$ cat config.mk
export PLATFORM = sky130hd
export DESIGN_NAME = alarm_top
export DESIGN_NICKNAME = d
export VERILOG_FILES = /design/src/rtl/alarm_pkg.sv /design/src/rtl/alarm_ch_if.sv /design/src/rtl/alarm_channel.sv /design/src/rtl/alarm_top.sv
export SDC_FILE = /design/constraint.sdc
export NUM_CORES = 2
export LEC_CHECK = 0
export BUFFER_PORTS_ARGS = -buffer_cell sky130_fd_sc_hd__buf_2
export CAP_MARGIN = 20
export CORE_UTILIZATION = 53
export DETAILED_ROUTE_END_ITERATION = 6
export PLACE_DENSITY = 0.72
export SLEW_MARGIN = 5
export SYNTH_ARGS = -nofsm -noshare
export SYNTH_HDL_FRONTEND = slang
export SYNTH_SLANG_ARGS = --single-unit
$ cat constraint.sdc
create_clock -name pclk -period 4.5 [get_ports pclk]
set_input_delay 0.45 -clock pclk [delete_from_list [all_inputs] [get_ports pclk]]
set_output_delay 0.45 -clock pclk [all_outputs]
set_load 0.01 [all_outputs]
$ cat src/rtl/alarm_pkg.sv
// constants, types and register map for the dual trip-level alarm block
// assumes a 20 MHz pclk and a signed display value from the measuring side
package alarm_pkg;
	typedef logic signed [17:0] disp_t;
	// apb register offsets
	localparam logic [7:0] CTRL_OFF = 8'h00;
	localparam logic [7:0] DISP_OFF = 8'h04;
	localparam logic [7:0] STAT_OFF = 8'h08;
	localparam logic [7:0] CODE_OFF = 8'h0c;
	localparam logic [7:0] LIMLO_OFF = 8'h10;
	localparam logic [7:0] LIMHI_OFF = 8'h14;
	localparam logic [7:0] TRIP1_OFF = 8'h20;
	localparam logic [7:0] BAND1_OFF = 8'h24;
	localparam logic [7:0] TIME1_OFF = 8'h28;
	localparam logic [7:0] TRIP2_OFF = 8'h30;
	localparam logic [7:0] BAND2_OFF = 8'h34;
	localparam logic [7:0] TIME2_OFF = 8'h38;
	// control register fields
	localparam int CH_BITS = 4;
	localparam int EN_POS = 0;
	localparam int DIR_POS = 1;
	localparam int POL_POS = 2;
	localparam int FLASH_POS = 3;
	localparam int ALT_POS = 8;
	localparam int DACC_POS = 9;
	localparam int TZ_POS = 10;
	localparam int MUT_POS = 16;
	// value limits and reset values
	localparam disp_t TRIP_MIN = -18'sd19999;
	localparam disp_t TRIP_MAX = 18'sd19999;
	localparam disp_t TRIPZ_MIN = -18'sd19990;
	localparam disp_t TRIPZ_MAX = 18'sd99990;
	localparam logic [11:0] TIME_MAX = 12'd3600;
	localparam logic [15:0] CODE_MAX = 16'd9999;
	localparam disp_t LIMLO_RST = TRIP_MIN;
	localparam disp_t LIMHI_RST = TRIP_MAX;
	// timing
	localparam int CLK_NS = 50;
	localparam int SEC_NS = 1000000000;
	localparam int SEC_CYC = SEC_NS / CLK_NS;
	localparam logic [3:0] IDLE_S = 4'd10;
	localparam logic [2:0] LAST_DIG = 3'd4;
	// menu item numbers
	localparam logic [4:0] IT_COND = 5'd0;
	localparam logic [4:0] IT_CH2 = 5'd9;
	localparam logic [4:0] IT_DACC = 5'd17;
	localparam logic [4:0] IT_BTN = 5'd18;
	typedef enum logic [1:0] {BAR_OFF, BAR_SEG, BAR_UP, BAR_DOWN} bar_t;
	typedef enum logic [2:0] {UI_DISP, UI_MENU, UI_MEDIT, UI_CODE, UI_PICK, UI_DEDIT} ui_t;
endpackage : alarm_pkg

$ cat src/rtl/alarm_ch_if.sv
// settings and state of one alarm channel
// assumes the control block drives settings and the channel drives state
`timescale 1ns/1ps
interface alarm_ch_if;
	logic en, high, closed, flash;
	alarm_pkg::disp_t trip, band;
	logic [11:0] wait_s, mute_s;
	logic cond, active, muted, sw_closed, ann_on, bar_on;
	modport chan(input en, high, closed, flash, trip, band, wait_s, mute_s,
		output cond, active, muted, sw_closed, ann_on, bar_on);
	modport ctl(output en, high, closed, flash, trip, band, wait_s, mute_s,
		input cond, active, muted, sw_closed, ann_on, bar_on);
endinterface : alarm_ch_if

$ cat src/rtl/alarm_channel.sv
// one alarm channel: trip detection, activation wait, accept mute, flashing
// assumes tick is a one-cycle pulse each second and blink a slow square wave
`timescale 1ns/1ps
module alarm_channel (
	// clock and reset
	input wire logic pclk,
	input wire logic presetn,
	// measurement and timing
	input wire alarm_pkg::disp_t disp,
	input wire logic tick,
	input wire logic blink,
	input wire logic accept,
	// settings and state
	alarm_ch_if.chan c
);
	logic cond_r, act_r, sw_r, ann_r, bar_r;
	logic [11:0] wcnt_r, mcnt_r;
	// thresholds widened so the band never wraps
	wire signed [18:0] lo_th = 19'(c.trip) - 19'(c.band);
	wire signed [18:0] hi_th = 19'(c.trip) + 19'(c.band);
	wire signed [18:0] dv = 19'(disp);
	wire set_c = c.high ? (disp >= c.trip) : (disp <= c.trip);
	wire rel_c = c.high ? (dv < lo_th) : (dv > hi_th);
	wire cond_nxt = c.en & (cond_r ? ~rel_c : set_c);
	wire wait_done = wcnt_r >= c.wait_s; // zero wait is immediate
	wire act_nxt = cond_r & (act_r | wait_done);
	wire muted = mcnt_r != 12'd0;
	// wait counter restarts whenever the condition drops
	wire [11:0] wcnt_nxt = (~cond_r | act_r) ? 12'd0 :
		(tick & ~wait_done) ? wcnt_r + 12'd1 : wcnt_r;
	// mute only while active and only with a non-zero time
	wire [11:0] mcnt_nxt = ~act_r ? 12'd0 :
		(accept & (c.mute_s != 12'd0)) ? c.mute_s :
		(tick & muted) ? mcnt_r - 12'd1 : mcnt_r;
	wire out_alarm = act_r & ~muted;
	wire sw_nxt = out_alarm ? c.closed : ~c.closed;
	// annunciator stays lit while muted, flashing if asked
	wire ann_nxt = act_r ? ((c.flash & muted) ? blink : 1'b1) : (c.flash & cond_r & blink);
	wire bar_nxt = ~(c.flash & out_alarm & ~blink);
	// state flops; switch resets to the non-alarm level of the reset polarity
	always_ff @(posedge pclk or negedge presetn) begin
		if (!presetn) begin
			cond_r <= 1'b0;
			act_r <= 1'b0;
			wcnt_r <= 12'd0;
			mcnt_r <= 12'd0;
			sw_r <= 1'b1;
			ann_r <= 1'b0;
			bar_r <= 1'b1;
		end else begin
			cond_r <= cond_nxt;
			act_r <= act_nxt;
			wcnt_r <= wcnt_nxt;
			mcnt_r <= mcnt_nxt;
			sw_r <= sw_nxt;
			ann_r <= ann_nxt;
			bar_r <= bar_nxt;
		end
	end
	assign c.cond = cond_r;
	assign c.active = act_r;
	assign c.muted = muted;
	assign c.sw_closed = sw_r;
	assign c.ann_on = ann_r;
	assign c.bar_on = bar_r;
endmodule : alarm_channel

$ cat src/rtl/alarm_top.sv
// dual trip-level alarm logic with apb registers and push-button menus
// assumes synchronous button levels and a display value written over apb
//
// Notes on behaviour
// - two channels, each high or low
// - enable bit keeps other settings intact
// - high alarm trips at display >= trip
// - trip level range and span limits checked
// - polarity picks switch state in alarm
// - high releases below trip minus band
// - activation waits whole seconds, zero immediate
// - annunciator flashes during wait, then bar
// - select button accepts when mute time set
// - accept forces switch off for mute time
// - annunciators still show muted alarm
// - mute time zero to 3600 seconds
// - muted: bar steady, annunciator flashes
// - flash setting gates bar flashing
// - trip marks shown when any enabled
// - single channel draws column to end
// - reversed trips shown as single segments
// - annunciators plus optional alternating identification
// - digit edit: up/down, select, enter stores
// - alarm items sit between conditioning and button
// - direct trip menu with own code
`timescale 1ns/1ps
module alarm_top #(
	parameter int SEC_CYCLES = alarm_pkg::SEC_CYC
) (
	// clock and reset
	input wire logic pclk,
	input wire logic presetn,
	// apb slave
	input wire logic psel,
	input wire logic penable,
	input wire logic pwrite,
	input wire logic [7:0] paddr,
	input wire logic [31:0] pwdata,
	output logic [31:0] prdata,
	output logic pready,
	output logic pslverr,
	// push buttons and option strap
	input wire logic btn_sel,
	input wire logic btn_up,
	input wire logic btn_down,
	input wire logic btn_enter,
	input wire logic alarm_fitted,
	// switch outputs and annunciators
	output logic [1:0] sw_closed,
	output logic [1:0] ann_on,
	// bargraph trip marks
	output logic [1:0] bar_on,
	output logic [3:0] bar_style,
	output logic show_alarm_id,
	// menu view
	output logic [2:0] ui_state,
	output logic [4:0] menu_item,
	output alarm_pkg::disp_t edit_value,
	output logic [2:0] edit_digit
);
	// ------------------------------------------------------------
	// helpers
	// ------------------------------------------------------------
	function automatic alarm_pkg::disp_t pow10(input logic [2:0] d);
		case (d)
			3'd0: pow10 = 18'sd1;
			3'd1: pow10 = 18'sd10;
			3'd2: pow10 = 18'sd100;
			3'd3: pow10 = 18'sd1000;
			default: pow10 = 18'sd10000;
		endcase
	endfunction : pow10
	function automatic logic time_ok(input alarm_pkg::disp_t v);
		time_ok = (v >= 18'sd0) && (v <= 18'(alarm_pkg::TIME_MAX));
	endfunction : time_ok

	// ------------------------------------------------------------
	// storage
	// ------------------------------------------------------------
	logic [1:0] en_r, high_r, closed_r, flash_r;
	alarm_pkg::disp_t trip_r [2];
	alarm_pkg::disp_t band_r [2];
	logic [11:0] wait_r [2];
	logic [11:0] mute_r [2];
	alarm_pkg::disp_t disp_r, limlo_r, limhi_r, ev_r;
	logic alt_r, dacc_r, tz_r, blink_r, tick_r, pslverr_r, show_r;
	logic [15:0] code_r;
	logic [31:0] prdata_r;
	logic [24:0] sec_r;
	logic [3:0] idle_r, bq_r, style_r;
	logic [4:0] item_r;
	logic [2:0] dig_r;
	logic pick_r;
	alarm_pkg::ui_t ui_r;

	// trip level check, span limits stand for the 3.8 and 20.2 mA points
	function automatic logic trip_ok(input alarm_pkg::disp_t v);
		logic in_fmt;
		in_fmt = tz_r ? (v >= alarm_pkg::TRIPZ_MIN && v <= alarm_pkg::TRIPZ_MAX)
			: (v >= alarm_pkg::TRIP_MIN && v <= alarm_pkg::TRIP_MAX);
		trip_ok = in_fmt && v >= limlo_r && v <= limhi_r;
	endfunction : trip_ok

	// ------------------------------------------------------------
	// channels
	// ------------------------------------------------------------
	alarm_ch_if chi [2] ();
	wire [1:0] cond_w, act_w, mute_w, sw_w, ann_w, bar_w;
	wire p_sel, p_up, p_down, p_ent;
	wire accept_w;
	genvar g;
	generate
		for (g = 0; g < 2; g++) begin : g_ch // two independent channels
			assign chi[g].en = en_r[g];
			assign chi[g].high = high_r[g];
			assign chi[g].closed = closed_r[g];
			assign chi[g].flash = flash_r[g];
			assign chi[g].trip = trip_r[g];
			assign chi[g].band = band_r[g];
			assign chi[g].wait_s = wait_r[g];
			assign chi[g].mute_s = mute_r[g];
			assign cond_w[g] = chi[g].cond;
			assign act_w[g] = chi[g].active;
			assign mute_w[g] = chi[g].muted;
			assign sw_w[g] = chi[g].sw_closed;
			assign ann_w[g] = chi[g].ann_on;
			assign bar_w[g] = chi[g].bar_on;
			alarm_channel u_ch (
				.pclk(pclk),
				.presetn(presetn),
				.disp(disp_r),
				.tick(tick_r),
				.blink(blink_r),
				.accept(accept_w),
				.c(chi[g].chan)
			);
		end
	endgenerate

	// ------------------------------------------------------------
	// seconds tick and blink phase
	// ------------------------------------------------------------
	wire sec_end = sec_r == 25'(SEC_CYCLES - 1);
	always_ff @(posedge pclk or negedge presetn) begin
		if (!presetn) begin
			sec_r <= 25'd0;
			tick_r <= 1'b0;
			blink_r <= 1'b0;
		end else begin
			sec_r <= sec_end ? 25'd0 : sec_r + 25'd1;
			tick_r <= sec_end;
			blink_r <= blink_r ^ sec_end;
		end
	end

	// ------------------------------------------------------------
	// buttons: press edges and chords
	// ------------------------------------------------------------
	assign p_sel = btn_sel & ~bq_r[0];
	assign p_up = btn_up & ~bq_r[1];
	assign p_down = btn_down & ~bq_r[2];
	assign p_ent = btn_enter & ~bq_r[3];
	wire any_p = p_sel | p_up | p_down | p_ent;
	wire chord_direct = (p_sel & btn_up) | (p_up & btn_sel);
	wire chord_menu = (p_sel & btn_enter) | (p_ent & btn_sel);
	wire in_disp = ui_r == alarm_pkg::UI_DISP;
	// select without up or enter in display mode accepts; each channel checks its mute time
	assign accept_w = in_disp & p_sel & ~btn_up & ~btn_enter;

	// ------------------------------------------------------------
	// menu decode
	// ------------------------------------------------------------
	wire item_ch = item_r >= alarm_pkg::IT_CH2;
	wire [4:0] item_rel = item_r - (item_ch ? alarm_pkg::IT_CH2 : 5'd1);
	wire [2:0] item_k = item_rel[2:0];
	wire item_alarm = item_r != alarm_pkg::IT_COND && item_r < alarm_pkg::IT_DACC;
	wire item_num = item_alarm && (item_k == 3'd1 || item_k == 3'd4 ||
		item_k == 3'd5 || item_k == 3'd6);
	// alarm entries exist only with the option fitted
	wire [4:0] item_up = (item_r == alarm_pkg::IT_BTN) ? alarm_pkg::IT_COND :
		(item_r == alarm_pkg::IT_COND && !alarm_fitted) ? alarm_pkg::IT_BTN :
		item_r + 5'd1;
	wire [4:0] item_dn = (item_r == alarm_pkg::IT_COND) ? alarm_pkg::IT_BTN :
		(item_r == alarm_pkg::IT_BTN && !alarm_fitted) ? alarm_pkg::IT_COND :
		item_r - 5'd1;
	wire editable = item_alarm || item_r == alarm_pkg::IT_DACC;
	wire [7:0] flags_c = {en_r[item_ch], high_r[item_ch], closed_r[item_ch],
		flash_r[item_ch], 4'd0};
	wire cur_bit = item_r == alarm_pkg::IT_DACC ? dacc_r :
		item_k == 3'd0 ? flags_c[7] : item_k == 3'd2 ? flags_c[6] :
		item_k == 3'd3 ? flags_c[5] : flags_c[4];
	wire alarm_pkg::disp_t cur_val = !item_num ? 18'(cur_bit) :
		item_k == 3'd1 ? trip_r[item_ch] : item_k == 3'd4 ? band_r[item_ch] :
		item_k == 3'd5 ? 18'(wait_r[item_ch]) : 18'(mute_r[item_ch]);
	// digit editing for numbers, toggling for on/off items
	wire numeric_edit = (ui_r == alarm_pkg::UI_MEDIT && item_num) ||
		ui_r == alarm_pkg::UI_CODE || ui_r == alarm_pkg::UI_DEDIT;
	wire alarm_pkg::disp_t ev_up = numeric_edit ? ev_r + pow10(dig_r) : {17'd0, ~ev_r[0]};
	wire alarm_pkg::disp_t ev_dn = numeric_edit ? ev_r - pow10(dig_r) : {17'd0, ~ev_r[0]};
	wire [2:0] dig_nx = (dig_r == alarm_pkg::LAST_DIG) ? 3'd0 : dig_r + 3'd1;
	wire val_ok = !item_num ? 1'b1 : item_k == 3'd1 ? trip_ok(ev_r) :
		item_k == 3'd4 ? ev_r >= 18'sd0 : time_ok(ev_r);
	// stores taken on enter
	wire st_menu = ui_r == alarm_pkg::UI_MEDIT && p_ent && val_ok;
	wire st_direct = ui_r == alarm_pkg::UI_DEDIT && p_ent && trip_ok(ev_r);
	wire code_match = ev_r == 18'(code_r);
	wire timed_ui = ui_r == alarm_pkg::UI_CODE || ui_r == alarm_pkg::UI_PICK ||
		ui_r == alarm_pkg::UI_DEDIT;

	// ------------------------------------------------------------
	// operator state machine
	// ------------------------------------------------------------
	always_ff @(posedge pclk or negedge presetn) begin
		if (!presetn) begin
			ui_r <= alarm_pkg::UI_DISP;
			item_r <= alarm_pkg::IT_COND;
			ev_r <= 18'sd0;
			dig_r <= 3'd0;
			pick_r <= 1'b0;
			idle_r <= 4'd0;
			bq_r <= 4'd0;
		end else begin
			bq_r <= {btn_enter, btn_down, btn_up, btn_sel};
			idle_r <= (!timed_ui || any_p) ? 4'd0 : idle_r + {3'd0, tick_r};
			if (timed_ui && idle_r == alarm_pkg::IDLE_S) begin
				ui_r <= alarm_pkg::UI_DISP; // ten idle seconds leave
			end else begin
				case (ui_r)
					alarm_pkg::UI_DISP: begin
						if (chord_menu) begin
							ui_r <= alarm_pkg::UI_MENU;
							item_r <= alarm_pkg::IT_COND;
						end else if (chord_direct && dacc_r) begin
							ui_r <= (code_r == 16'd0) ? alarm_pkg::UI_PICK : alarm_pkg::UI_CODE;
							ev_r <= 18'sd0;
							dig_r <= 3'd0;
						end
					end
					alarm_pkg::UI_MENU: begin
						if (p_up) item_r <= item_up;
						else if (p_down) item_r <= item_dn;
						else if (p_ent) ui_r <= alarm_pkg::UI_DISP;
						else if (p_sel && editable) begin
							ui_r <= alarm_pkg::UI_MEDIT;
							ev_r <= cur_val;
							dig_r <= 3'd0;
						end
					end
					alarm_pkg::UI_PICK: begin
						if (p_up || p_down) pick_r <= ~pick_r;
						else if (p_ent) ui_r <= alarm_pkg::UI_DISP;
						else if (p_sel) begin
							ui_r <= alarm_pkg::UI_DEDIT;
							ev_r <= trip_r[pick_r];
							dig_r <= 3'd0;
						end
					end
					alarm_pkg::UI_MEDIT, alarm_pkg::UI_CODE, alarm_pkg::UI_DEDIT: begin
						if (p_up) ev_r <= ev_up;
						else if (p_down) ev_r <= ev_dn;
						else if (p_sel) dig_r <= dig_nx;
						else if (p_ent) begin
							case (ui_r)
								alarm_pkg::UI_MEDIT: ui_r <= alarm_pkg::UI_MENU;
								alarm_pkg::UI_DEDIT: ui_r <= alarm_pkg::UI_PICK;
								default: ui_r <= code_match ? alarm_pkg::UI_PICK : alarm_pkg::UI_DISP;
							endcase
						end
					end
					default: ui_r <= alarm_pkg::UI_DISP;
				endcase
			end
		end
	end

	// ------------------------------------------------------------
	// apb decode
	// ------------------------------------------------------------
	wire setup = psel & ~penable;
	wire wr = psel & penable & pwrite;
	wire [7:0] a = paddr;
	wire a_ch = a[4];
	wire is_trip = a == alarm_pkg::TRIP1_OFF || a == alarm_pkg::TRIP2_OFF;
	wire is_band = a == alarm_pkg::BAND1_OFF || a == alarm_pkg::BAND2_OFF;
	wire is_time = a == alarm_pkg::TIME1_OFF || a == alarm_pkg::TIME2_OFF;
	wire is_fixed = a == alarm_pkg::CTRL_OFF || a == alarm_pkg::DISP_OFF ||
		a == alarm_pkg::STAT_OFF || a == alarm_pkg::CODE_OFF ||
		a == alarm_pkg::LIMLO_OFF || a == alarm_pkg::LIMHI_OFF;
	wire mapped = is_trip || is_band || is_time || is_fixed;
	wire alarm_pkg::disp_t wv = pwdata[17:0];
	wire alarm_pkg::disp_t wt_w = 18'(pwdata[11:0]);
	wire alarm_pkg::disp_t wm_w = 18'(pwdata[alarm_pkg::MUT_POS +: 12]);
	// bad values are refused and flagged, storage unchanged
	wire bad_val = pwrite && ((is_trip && !trip_ok(wv)) || (is_band && wv < 18'sd0) ||
		(is_time && (!time_ok(wt_w) || !time_ok(wm_w))) ||
		(a == alarm_pkg::CODE_OFF && pwdata[15:0] > alarm_pkg::CODE_MAX));
	wire [31:0] ctrl_rd = {21'd0, tz_r, dacc_r, alt_r,
		flash_r[1], closed_r[1], high_r[1], en_r[1],
		flash_r[0], closed_r[0], high_r[0], en_r[0]};
	wire [31:0] stat_rd = {13'd0, ui_r, item_r, 3'd0, sw_w, mute_w, act_w, cond_w};
	wire [31:0] rd_w = a == alarm_pkg::CTRL_OFF ? ctrl_rd :
		a == alarm_pkg::DISP_OFF ? 32'(disp_r) :
		a == alarm_pkg::STAT_OFF ? stat_rd :
		a == alarm_pkg::CODE_OFF ? {16'd0, code_r} :
		a == alarm_pkg::LIMLO_OFF ? 32'(limlo_r) :
		a == alarm_pkg::LIMHI_OFF ? 32'(limhi_r) :
		is_trip ? 32'(trip_r[a_ch]) : is_band ? 32'(band_r[a_ch]) :
		is_time ? {4'd0, mute_r[a_ch], 4'd0, wait_r[a_ch]} : 32'd0;
	wire wr_ok = wr && mapped && !bad_val;

	// ------------------------------------------------------------
	// register file: apb writes, then operator stores win
	// ------------------------------------------------------------
	always_ff @(posedge pclk or negedge presetn) begin
		if (!presetn) begin
			{en_r, high_r, closed_r, flash_r} <= 8'd0;
			trip_r <= '{18'sd0, 18'sd0};
			band_r <= '{18'sd0, 18'sd0};
			wait_r <= '{12'd0, 12'd0};
			mute_r <= '{12'd0, 12'd0};
			{alt_r, dacc_r, tz_r} <= 3'd0;
			disp_r <= 18'sd0;
			code_r <= 16'd0;
			limlo_r <= alarm_pkg::LIMLO_RST;
			limhi_r <= alarm_pkg::LIMHI_RST;
		end else begin
			if (wr_ok) begin
				case (a)
					alarm_pkg::CTRL_OFF: begin
						{flash_r[1], closed_r[1], high_r[1], en_r[1]} <= pwdata[7:4];
						{flash_r[0], closed_r[0], high_r[0], en_r[0]} <= pwdata[3:0];
						alt_r <= pwdata[alarm_pkg::ALT_POS];
						dacc_r <= pwdata[alarm_pkg::DACC_POS];
						tz_r <= pwdata[alarm_pkg::TZ_POS];
					end
					alarm_pkg::DISP_OFF: disp_r <= wv;
					alarm_pkg::CODE_OFF: code_r <= pwdata[15:0];
					alarm_pkg::LIMLO_OFF: limlo_r <= wv;
					alarm_pkg::LIMHI_OFF: limhi_r <= wv;
					alarm_pkg::TRIP1_OFF, alarm_pkg::TRIP2_OFF: trip_r[a_ch] <= wv;
					alarm_pkg::BAND1_OFF, alarm_pkg::BAND2_OFF: band_r[a_ch] <= wv;
					alarm_pkg::TIME1_OFF, alarm_pkg::TIME2_OFF: begin
						wait_r[a_ch] <= pwdata[11:0];
						mute_r[a_ch] <= pwdata[alarm_pkg::MUT_POS +: 12];
					end
					default: ;
				endcase
			end
			if (st_direct) trip_r[pick_r] <= ev_r;
			if (st_menu) begin
				if (item_r == alarm_pkg::IT_DACC) dacc_r <= ev_r[0];
				else begin
					case (item_k)
						3'd0: en_r[item_ch] <= ev_r[0];
						3'd1: trip_r[item_ch] <= ev_r;
						3'd2: high_r[item_ch] <= ev_r[0];
						3'd3: closed_r[item_ch] <= ev_r[0];
						3'd4: band_r[item_ch] <= ev_r;
						3'd5: wait_r[item_ch] <= ev_r[11:0];
						3'd6: mute_r[item_ch] <= ev_r[11:0];
						default: flash_r[item_ch] <= ev_r[0];
					endcase
				end
			end
		end
	end

	// ------------------------------------------------------------
	// trip marks on the right-hand bargraph
	// ------------------------------------------------------------
	wire both_en = &en_r;
	wire normal_pair = ~high_r[0] & high_r[1] & (trip_r[0] <= trip_r[1]);
	function automatic logic [1:0] col_of(input logic hi);
		col_of = hi ? alarm_pkg::BAR_UP : alarm_pkg::BAR_DOWN;
	endfunction : col_of
	wire [1:0] st0 = !en_r[0] ? alarm_pkg::BAR_OFF :
		!both_en ? col_of(high_r[0]) :
		normal_pair ? alarm_pkg::BAR_DOWN : alarm_pkg::BAR_SEG;
	wire [1:0] st1 = !en_r[1] ? alarm_pkg::BAR_OFF :
		!both_en ? col_of(high_r[1]) :
		normal_pair ? alarm_pkg::BAR_UP : alarm_pkg::BAR_SEG;
	// identification alternates with the value on the blink phase
	wire show_nxt = alt_r & (|act_w) & blink_r;

	// ------------------------------------------------------------
	// output and apb answer flops; reads are captured in setup
	// ------------------------------------------------------------
	always_ff @(posedge pclk or negedge presetn) begin
		if (!presetn) begin
			style_r <= 4'd0;
			show_r <= 1'b0;
			prdata_r <= 32'd0;
			pslverr_r <= 1'b0;
		end else begin
			style_r <= {st1, st0};
			show_r <= show_nxt;
			if (setup) begin
				prdata_r <= pwrite ? 32'd0 : rd_w;
				pslverr_r <= !mapped || bad_val;
			end
		end
	end

	assign pready = 1'b1;
	assign prdata = prdata_r;
	assign pslverr = pslverr_r & psel & penable;
	assign sw_closed = sw_w;
	assign ann_on = ann_w;
	assign bar_on = bar_w;
	assign bar_style = style_r;
	assign show_alarm_id = show_r;
	assign ui_state = ui_r;
	assign menu_item = item_r;
	assign edit_value = ev_r;
	assign edit_digit = dig_r;
endmodule : alarm_top

== After elaboration in Yosys (flattened, before gate mapping) ==
Index checks and enable logic that the tools add are counted.
Storage, ports and cells
  latch bits: 0
  ROM bits: 0
  input bits: 50
  output and inout port bits: 74
  memories: 0
  bits in writable memories: 0
  register bits after elaboration: 362
  word-level logic and storage cells: 555
Operators by class
  order comparisons: 41
  bitwise gates (word level): 79
  div/mod/pow operators: 0
  equality and inequality tests: 58
  multiply operators: 0
  add/sub/neg operators: 16
  reductions and logical operators: 99
  muxes and demuxes: 215
  shifts and indexed selects: 0
Operators with widths (count)
  two-way mux 18 bit: 34
  two-way mux 36 bit: 11
  two-way mux 12 bit: 25
  two-way mux 32 bit: 9
  two-way mux 24 bit: 10
  bitwise mux 36 bit: 5
  bitwise mux 24 bit: 4
  <= comparator 18 bit: 5
  two-way mux 3 bit: 29
  >= comparator 18 x 16 -> 1 bit (second input constant): 4
  >= comparator 18 bit: 4
  case mux 18 bit (4 select lines): 1
  case mux 14 bit (4 select lines): 1
  demux 18 bit (select 1 bit): 3
  two-way mux 2 bit: 26
  == test 8 x 6 -> 1 bit (second input constant): 6
  nonzero test 12 bit: 4
  bitwise AND 1 bit: 42
  adder 18 x 18 -> 19 bit: 2
  greater-than comparator 18 x 19 -> 1 bit: 2
  less-than comparator 18 x 19 -> 1 bit: 2
  subtractor 18 x 18 -> 19 bit: 2
  <= comparator 18 x 16 -> 1 bit (second input constant): 2
  <= comparator 18 bit (second input constant): 2
  other kinds (73): 273

== Logic depth before layout (Yosys ltp) ==
  depth after elaboration: 20
  depth in mapped cells: 21
  gate-level depth less buffers: 21

== By module ==
A second synthesis with hierarchy kept.
Unflattened totals
  cell total of the unflattened synthesis: 3519
  area, all modules: 30789.5 µm²
Modules (own cells, without submodules)
  alarm_top: cells an instance 2271, area an instance 21011.4 µm², sequential area each 7556.0 µm², times used 1
  alarm_channel (g_ch[0].u_ch): cells an instance 634, area an instance 4911.0 µm², sequential area each 728.2 µm², times used 1
  alarm_channel (g_ch[1].u_ch): cells an instance 614, area an instance 4867.2 µm², sequential area each 728.2 µm², times used 1

== Worst setup path before layout ==
Ideal clock, no wire load.
  path type: reg-to-reg
  start point: register trip_r, in the netlist chi[0].trip[0]
  end point: register g_ch[0].u_ch.cond_r
  required time: 4.399 ns
  setup slack: 0.575 ns
  cell stages (with the launch flop): 19
  setup time: 0.101 ns
  arrival: 3.824 ns
  buffers on the path: 0
  period minus slack after synthesis: 3.925 ns
  cell sequence: dfrtp_1 -> ha_1 -> inv_1 -> fa_1 -> o21bai_1 -> a21oi_1 -> nor2_1 -> o21ai_0 -> o221ai_1 -> a221oi_1 -> o31ai_1 -> a2111oi_0 -> a21oi_1 -> ha_1 -> nand2_1 -> or4_1 -> o2111ai_1 -> a31oi_1 -> nor4_1
On the way
  word-level cells in the longest chain between the ends: 6
  elaborated cells on any way between the ends: 11
  classes of those cells: add/sub: 2; order compare: 4; mux: 3; bitwise: 2
RTL lines
  start, declared: line alarm_top.sv:81  | alarm_pkg::disp_t trip_r [2];
  start signal, assigned: line alarm_top.sv:317  | trip_r <= '{18'sd0, 18'sd0};
  start signal, assigned by index: line alarm_top.sv:340  | alarm_pkg::TRIP1_OFF, alarm_pkg::TRIP2_OFF: trip_r[a_ch] <= wv;
  start signal, assigned by index: line alarm_top.sv:349  | if (st_direct) trip_r[pick_r] <= ev_r;
  adder 18 x 18 -> 19 bit / subtractor 18 x 18 -> 19 bit (equally long branches): line alarm_channel.sv:20, alarm_channel.sv:19
  greater-than comparator 18 x 19 -> 1 bit / less-than comparator 18 x 19 -> 1 bit (equally long branches): line alarm_channel.sv:23  | wire rel_c = c.high ? (dv < lo_th) : (dv > hi_th);
  two-way mux 1 bit: line alarm_channel.sv:23
  NOT 1 bit: line alarm_channel.sv:24  | wire cond_nxt = c.en & (cond_r ? ~rel_c : set_c);
  two-way mux 1 bit (*): line alarm_channel.sv:24
  bitwise AND 1 bit (*): line alarm_channel.sv:24
  net g_ch[0].u_ch.cond_nxt: line alarm_channel.sv:24
  end signal, assigned: line alarm_channel.sv:51  | cond_r <= cond_nxt;
  end, declared: line alarm_channel.sv:16  | logic cond_r, act_r, sw_r, ann_r, bar_r;
The timed path passes the listed nets; every way through them passes the cells marked *.
A chain may end at the register's enable or synchronous reset.

== Worst setup path after layout ==
Same ends and word-level chain as after synthesis.

==> results.py <==
metrics = {
    "outcome": {
        "outcome": "finished with violations",
        "violations": "design-rule violations",
    },
    "power_and_ir_drop": {
        "p_per_area_nw_per_um2": 444,
        "p_clk_share_pct": 24.6,
        "internal_power_uw": 8500,
        "pwr-share-comb_pct": 49.0,
        "swShare_pct": 42.9,
        "seq_power_share_pct": 26.5,
        "p_sw_uw": 6370,
        "total_power_uw": 14900,
        "leakagePower_uw": 0.0159,
        "peakVddDrop_uv": 480,
    },
    "timing": {
        "worst_slew_pin_slew_ns": 1.14,
        "finalSetupViolCount": 0,
        "hold_viol_final": 0,
        "period_share_pct": 93.3,
        "fin_ws_ns": 0.300,
        "max_freq_mhz": 238,
        "holdWs_ns": 0.0112,
        "drv_slew": 0,
        "fin_crit_ns": 4.20,
        "maxSlewHeadroom_pct": 21.7,
        "finClkSkew_ns": 0.0166,
    },
    "yosys": {
        "postSynthAreaPerCell_um2": 8.91,
        "syn_nets": 3816,
        "synth_flop_cell": "dfrtp_1",
        "synth_area_leader_cell": "dfrtp_1",
        "synth_cell_types": 91,
        "ys_ff_latch": 359,
        "ys_seq_area_share_pct": 29.6,
        "synthSimpleGateAreaFrac_pct": 15.3,
        "yosys-mux-area-fraction_pct": 13.6,
        "synth_top_family_by_area": "compound AO/OA/AOI/OAI gates",
        "synthAdderAreaFrac_pct": 14.4,
        "synth-edff-count": 0,
        "synth_compound_area_share_pct": 17.4,
        "netlist.area_leader.share_pct": 27.6,
        "syn_area_um2": 30500,
        "synthCells": 3418,
        "ys_warn_count": 0,
        "synth-xor-area-share_pct": 4.08,
        "synthTopCellsByArea": "dfrtp_1 (28%), ha_1 (14%), mux2i_1 (8.2%)",
        "async_flop_share_pct": 100,
    },
    "clocking": {
        "cts_tree": "done",
        "cts_buffers": 43,
        "cts_root_buffer": "clkbuf_16",
        "cts_max_level": 2,
        "cts_buffer_depth": 3,
        "clk_latency_ns": 0.60,
        "path_clk_slew_ns": 0.06,
        "cts_sinks": 359,
        "post_cts_buffers": 0,
    },
    "setup_path": {
        "crit_buf_inv": 2,
        "crit_path_start_kind": "flip-flop",
        "path_delay_family": "compound AO/OA/AOI/OAI gates",
        "worst-path-max-fanout": 6,
        "crit_chain": "inv_1 -> ha_1 -> inv_1 -> fa_1 -> a21o_1 -> a21oi_2 -> o21ai_0 -> a31oi_1 -> a21oi_1 -> a21o_1 -> a21oi_1 -> xor2_1 -> ha_1 -> nor2b_1 -> o21ai_0 -> nand2b_1 -> a2111oi_2 -> o211a_1 -> nor4_1",
        "slowest_delay_ns": 0.46,
        "worstPathRequired_ns": 4.96,
        "end_kind": "flip-flop",
        "critPathArrivalTime_ns": 4.66,
        "slowest_stage": "dfrtp_1",
        "crit_type": "flip-flop to flip-flop",
    },
    "place": {
        "place_area_um2": 32000,
        "hpwl_um": 82000,
        "place_congestion": 1.03,
        "portBuffers": 118,
        "preCtsSetupSlack_ns": 0.0791,
    },
    "final_layout": {
        "areaGrowthSynthToFinish_pct": 10.0,
        "drive_gt1_share_pct": 13.6,
        "final_cell_area_um2": 33500,
        "final_util_pct": 59.2,
        "final_nets": 3892,
    },
    "detailed_routing": {
        "viasPerCell": 6.50,
        "drt_first_pass_iters": 7,
        "avgRoutedWirePerCell_um": 25.3,
        "drt-total-wl_um": 108000,
        "drtIter0Drc": 3064,
        "drc_errors": 4,
        "vias": 27826,
        "ant_nets": 0,
    },
    "die": {
        "rows": 87,
        "die-area_um2": 58400,
        "core-area_um2": 56600,
        "io-pin-count": 124,
        "initial_utilization_pct": 53.8,
        "die_w_um": 242,
        "die_y_um": 242,
    },
    "grt": {
        "overflow": 0,
        "grt_pass1_wl_um": 163000,
        "grt_usage_pct": 36.6,
        "grt_pass1_vias": 26315,
        "grt_max_degree": 103,
        "antenna_found_initial": 5,
    },
    "flow_run": {
        "maxCapViolations": 0,
    },
    "min_path": {
        "hold_class": "input pin to flip-flop",
    },
}
## synth_stat cells, types with 12 or more instances
master,n
o211ai_1,33
or2_2,13
ha_1,342
inv_1,224
o22ai_1,39
o31ai_1,17
o21ai_0,204
a21o_1,46
and3_1,24
or3_1,38
nor2b_1,50
or4_1,16
o21bai_1,14
clkbuf_1,134
dfrtp_1,336
buf_4,19
nand2_1,274
a21oi_1,221
nor3_1,59
mux2i_1,249
xor2_1,50
nor4_1,41
nand3_1,60
mux2_2,113
nand4_1,55
a211oi_1,22
a31oi_1,29
nor2_1,229
nand2b_1,47
o21a_1,32
buf_2,20
o211a_1,20
mux4_2,16
xnor2_1,92
and2_1,12
dfstp_2,23
## layout make-up
| type | instances | area (µm²) |
|---|---|---|
| clock inverter | 13 | 220 |
| timing repair buffer | 220 | 1450 |
| sequential | 359 | 9010 |
| multi-input combinational | 2646 | 19800 |
| tap | 756 | 946 |
| antenna | 3 | 7.51 |
| fill | 5034 | 23100 |
| clock buffer | 62 | 1220 |
| inverter | 224 | 841 |
## logic make-up after synthesis
kind of cell             count (synthesis)
AND/OR/NAND/NOR                        952
AO/OA/AOI/OAI                          823
buffers and inverters                  413
multiplexers                           380
flip-flops                             359
adder cells (fa/ha/maj)                348
XOR/XNOR                               142
other                                    1
## path summary, 6_finish.rpt
| check | start | end | slack, ns | depth (start not counted) |
|---|---|---|---|---|
| min reg2reg | sec_r[6]$_DFF_PN0_ | sec_r[6]$_DFF_PN0_ | 0.47 | 1 |
| min | btn_enter | bq_r[3]$_DFF_PN0_ | 0.01 | 1 |
| max in group asynchronous | presetn | chi[1].trip[15]$_DFF_PN0_ | 2.96 | 3 |
| max | chi[0].trip[0]$_DFF_PN0_ | g_ch[0].u_ch.c.cond$_DFF_PN0_ | 0.30 | 19 |
| min in group asynchronous | presetn | g_ch[1].u_ch.mcnt_r[7]$_DFFE_PN0P_ | 0.44 | 2 |
| max reg2reg | chi[0].trip[0]$_DFF_PN0_ | g_ch[0].u_ch.c.cond$_DFF_PN0_ | 0.30 | 19 |
## worst register-to-register path: stages (launching register included)
cell and delay [ns]:
dfrtp_1 0.46, inv_1 0.14, ha_1 0.18, inv_1 0.06, fa_1 0.40, a21o_1 0.19
a21oi_2 0.19, o21ai_0 0.14, a31oi_1 0.28, a21oi_1 0.20, a21o_1 0.21, a21oi_1 0.17
xor2_1 0.17, ha_1 0.26, nor2b_1 0.13, o21ai_0 0.14, nand2b_1 0.08, a2111oi_2 0.41
o211a_1 0.21, nor4_1 0.05
## repair_timing
action / in CTS / in global routing
hold buffers: 2 / 0
endpoints found under the setup margin: 0 / 2
resized for setup: 0 / 15
hold endpoints to repair: 77 / 0
## sequential cells by signal (all words and copies together) (netlist names), 3 cells and up
name	cells
g_ch.u_ch.mcnt_r	24
chi.trip	36
disp_r	18
bar_style	4
menu_item	5
sec_r	25
chi.wait_s	24
edit_value	18
edit_digit	3
chi.mute_s	24
g_ch.u_ch.wcnt_r	24
chi.band	36
prdata	29
code_r	16
limlo_r	18
ui_state	3
idle_r	4
bq_r	4
limhi_r	18
## layer usage
layer | routed length (µm) | vias up | global-route usage (%)
li1 | - | 12563 | -
met1 | 43800 | 13483 | 49.3
met2 | 45900 | 1428 | 54.1
met3 | 11700 | 348 | 8.21
met4 | 6890 | 4 | 20.4
met5 | 24 | - | 0
## through the flow
stage / std cells / setup TNS, ns
after detailed placement: 4203 / 0
after floorplan: 3418 / 0
after CTS: 4280 / 0
final: 4283 / 0
after global placement: 4203 / 0
after global routing: 4282 / -0.0148
## power by group through the flow
stage | combinational [µW] | clock, µW | sequential (µW)
final | 7280 | 3650 | 3940
after global routing | 7930 | 3790 | 3960
after CTS | 7080 | 3660 | 3910
after detailed placement | 7040 | 0 | 3970
after global placement | 6970 | 0 | 3960
after floorplan | 5030 | 0 | 3790
## cell usage in the layout, fill, tap and decap left out, types with 22 or more instances in the layout
| cell | instances |
|---|---|
| clkbuf_16 | 43 |
| nand3_1 | 60 |
| a211oi_1 | 22 |
| a31oi_1 | 29 |
| a21o_1 | 46 |
| o21a_1 | 32 |
| nor3_1 | 57 |
| inv_1 | 224 |
| xnor2_1 | 92 |
| a21oi_1 | 218 |
| nand2_1 | 274 |
| o211ai_1 | 33 |
| dfstp_2 | 23 |
| or3_1 | 38 |
| ha_1 | 342 |
| xor2_1 | 50 |
| mux2i_1 | 249 |
| and3_1 | 24 |
| o22ai_1 | 39 |
| nand4_1 | 55 |
| nor2b_1 | 49 |
| dfrtp_1 | 336 |
| nand2b_1 | 47 |
| buf_4 | 95 |
| buf_2 | 116 |
| mux2_2 | 113 |
| nor2_1 | 229 |
| o21ai_0 | 200 |
| nor4_1 | 39 |
No activity file was read; power rests on OpenSTA's default activity.
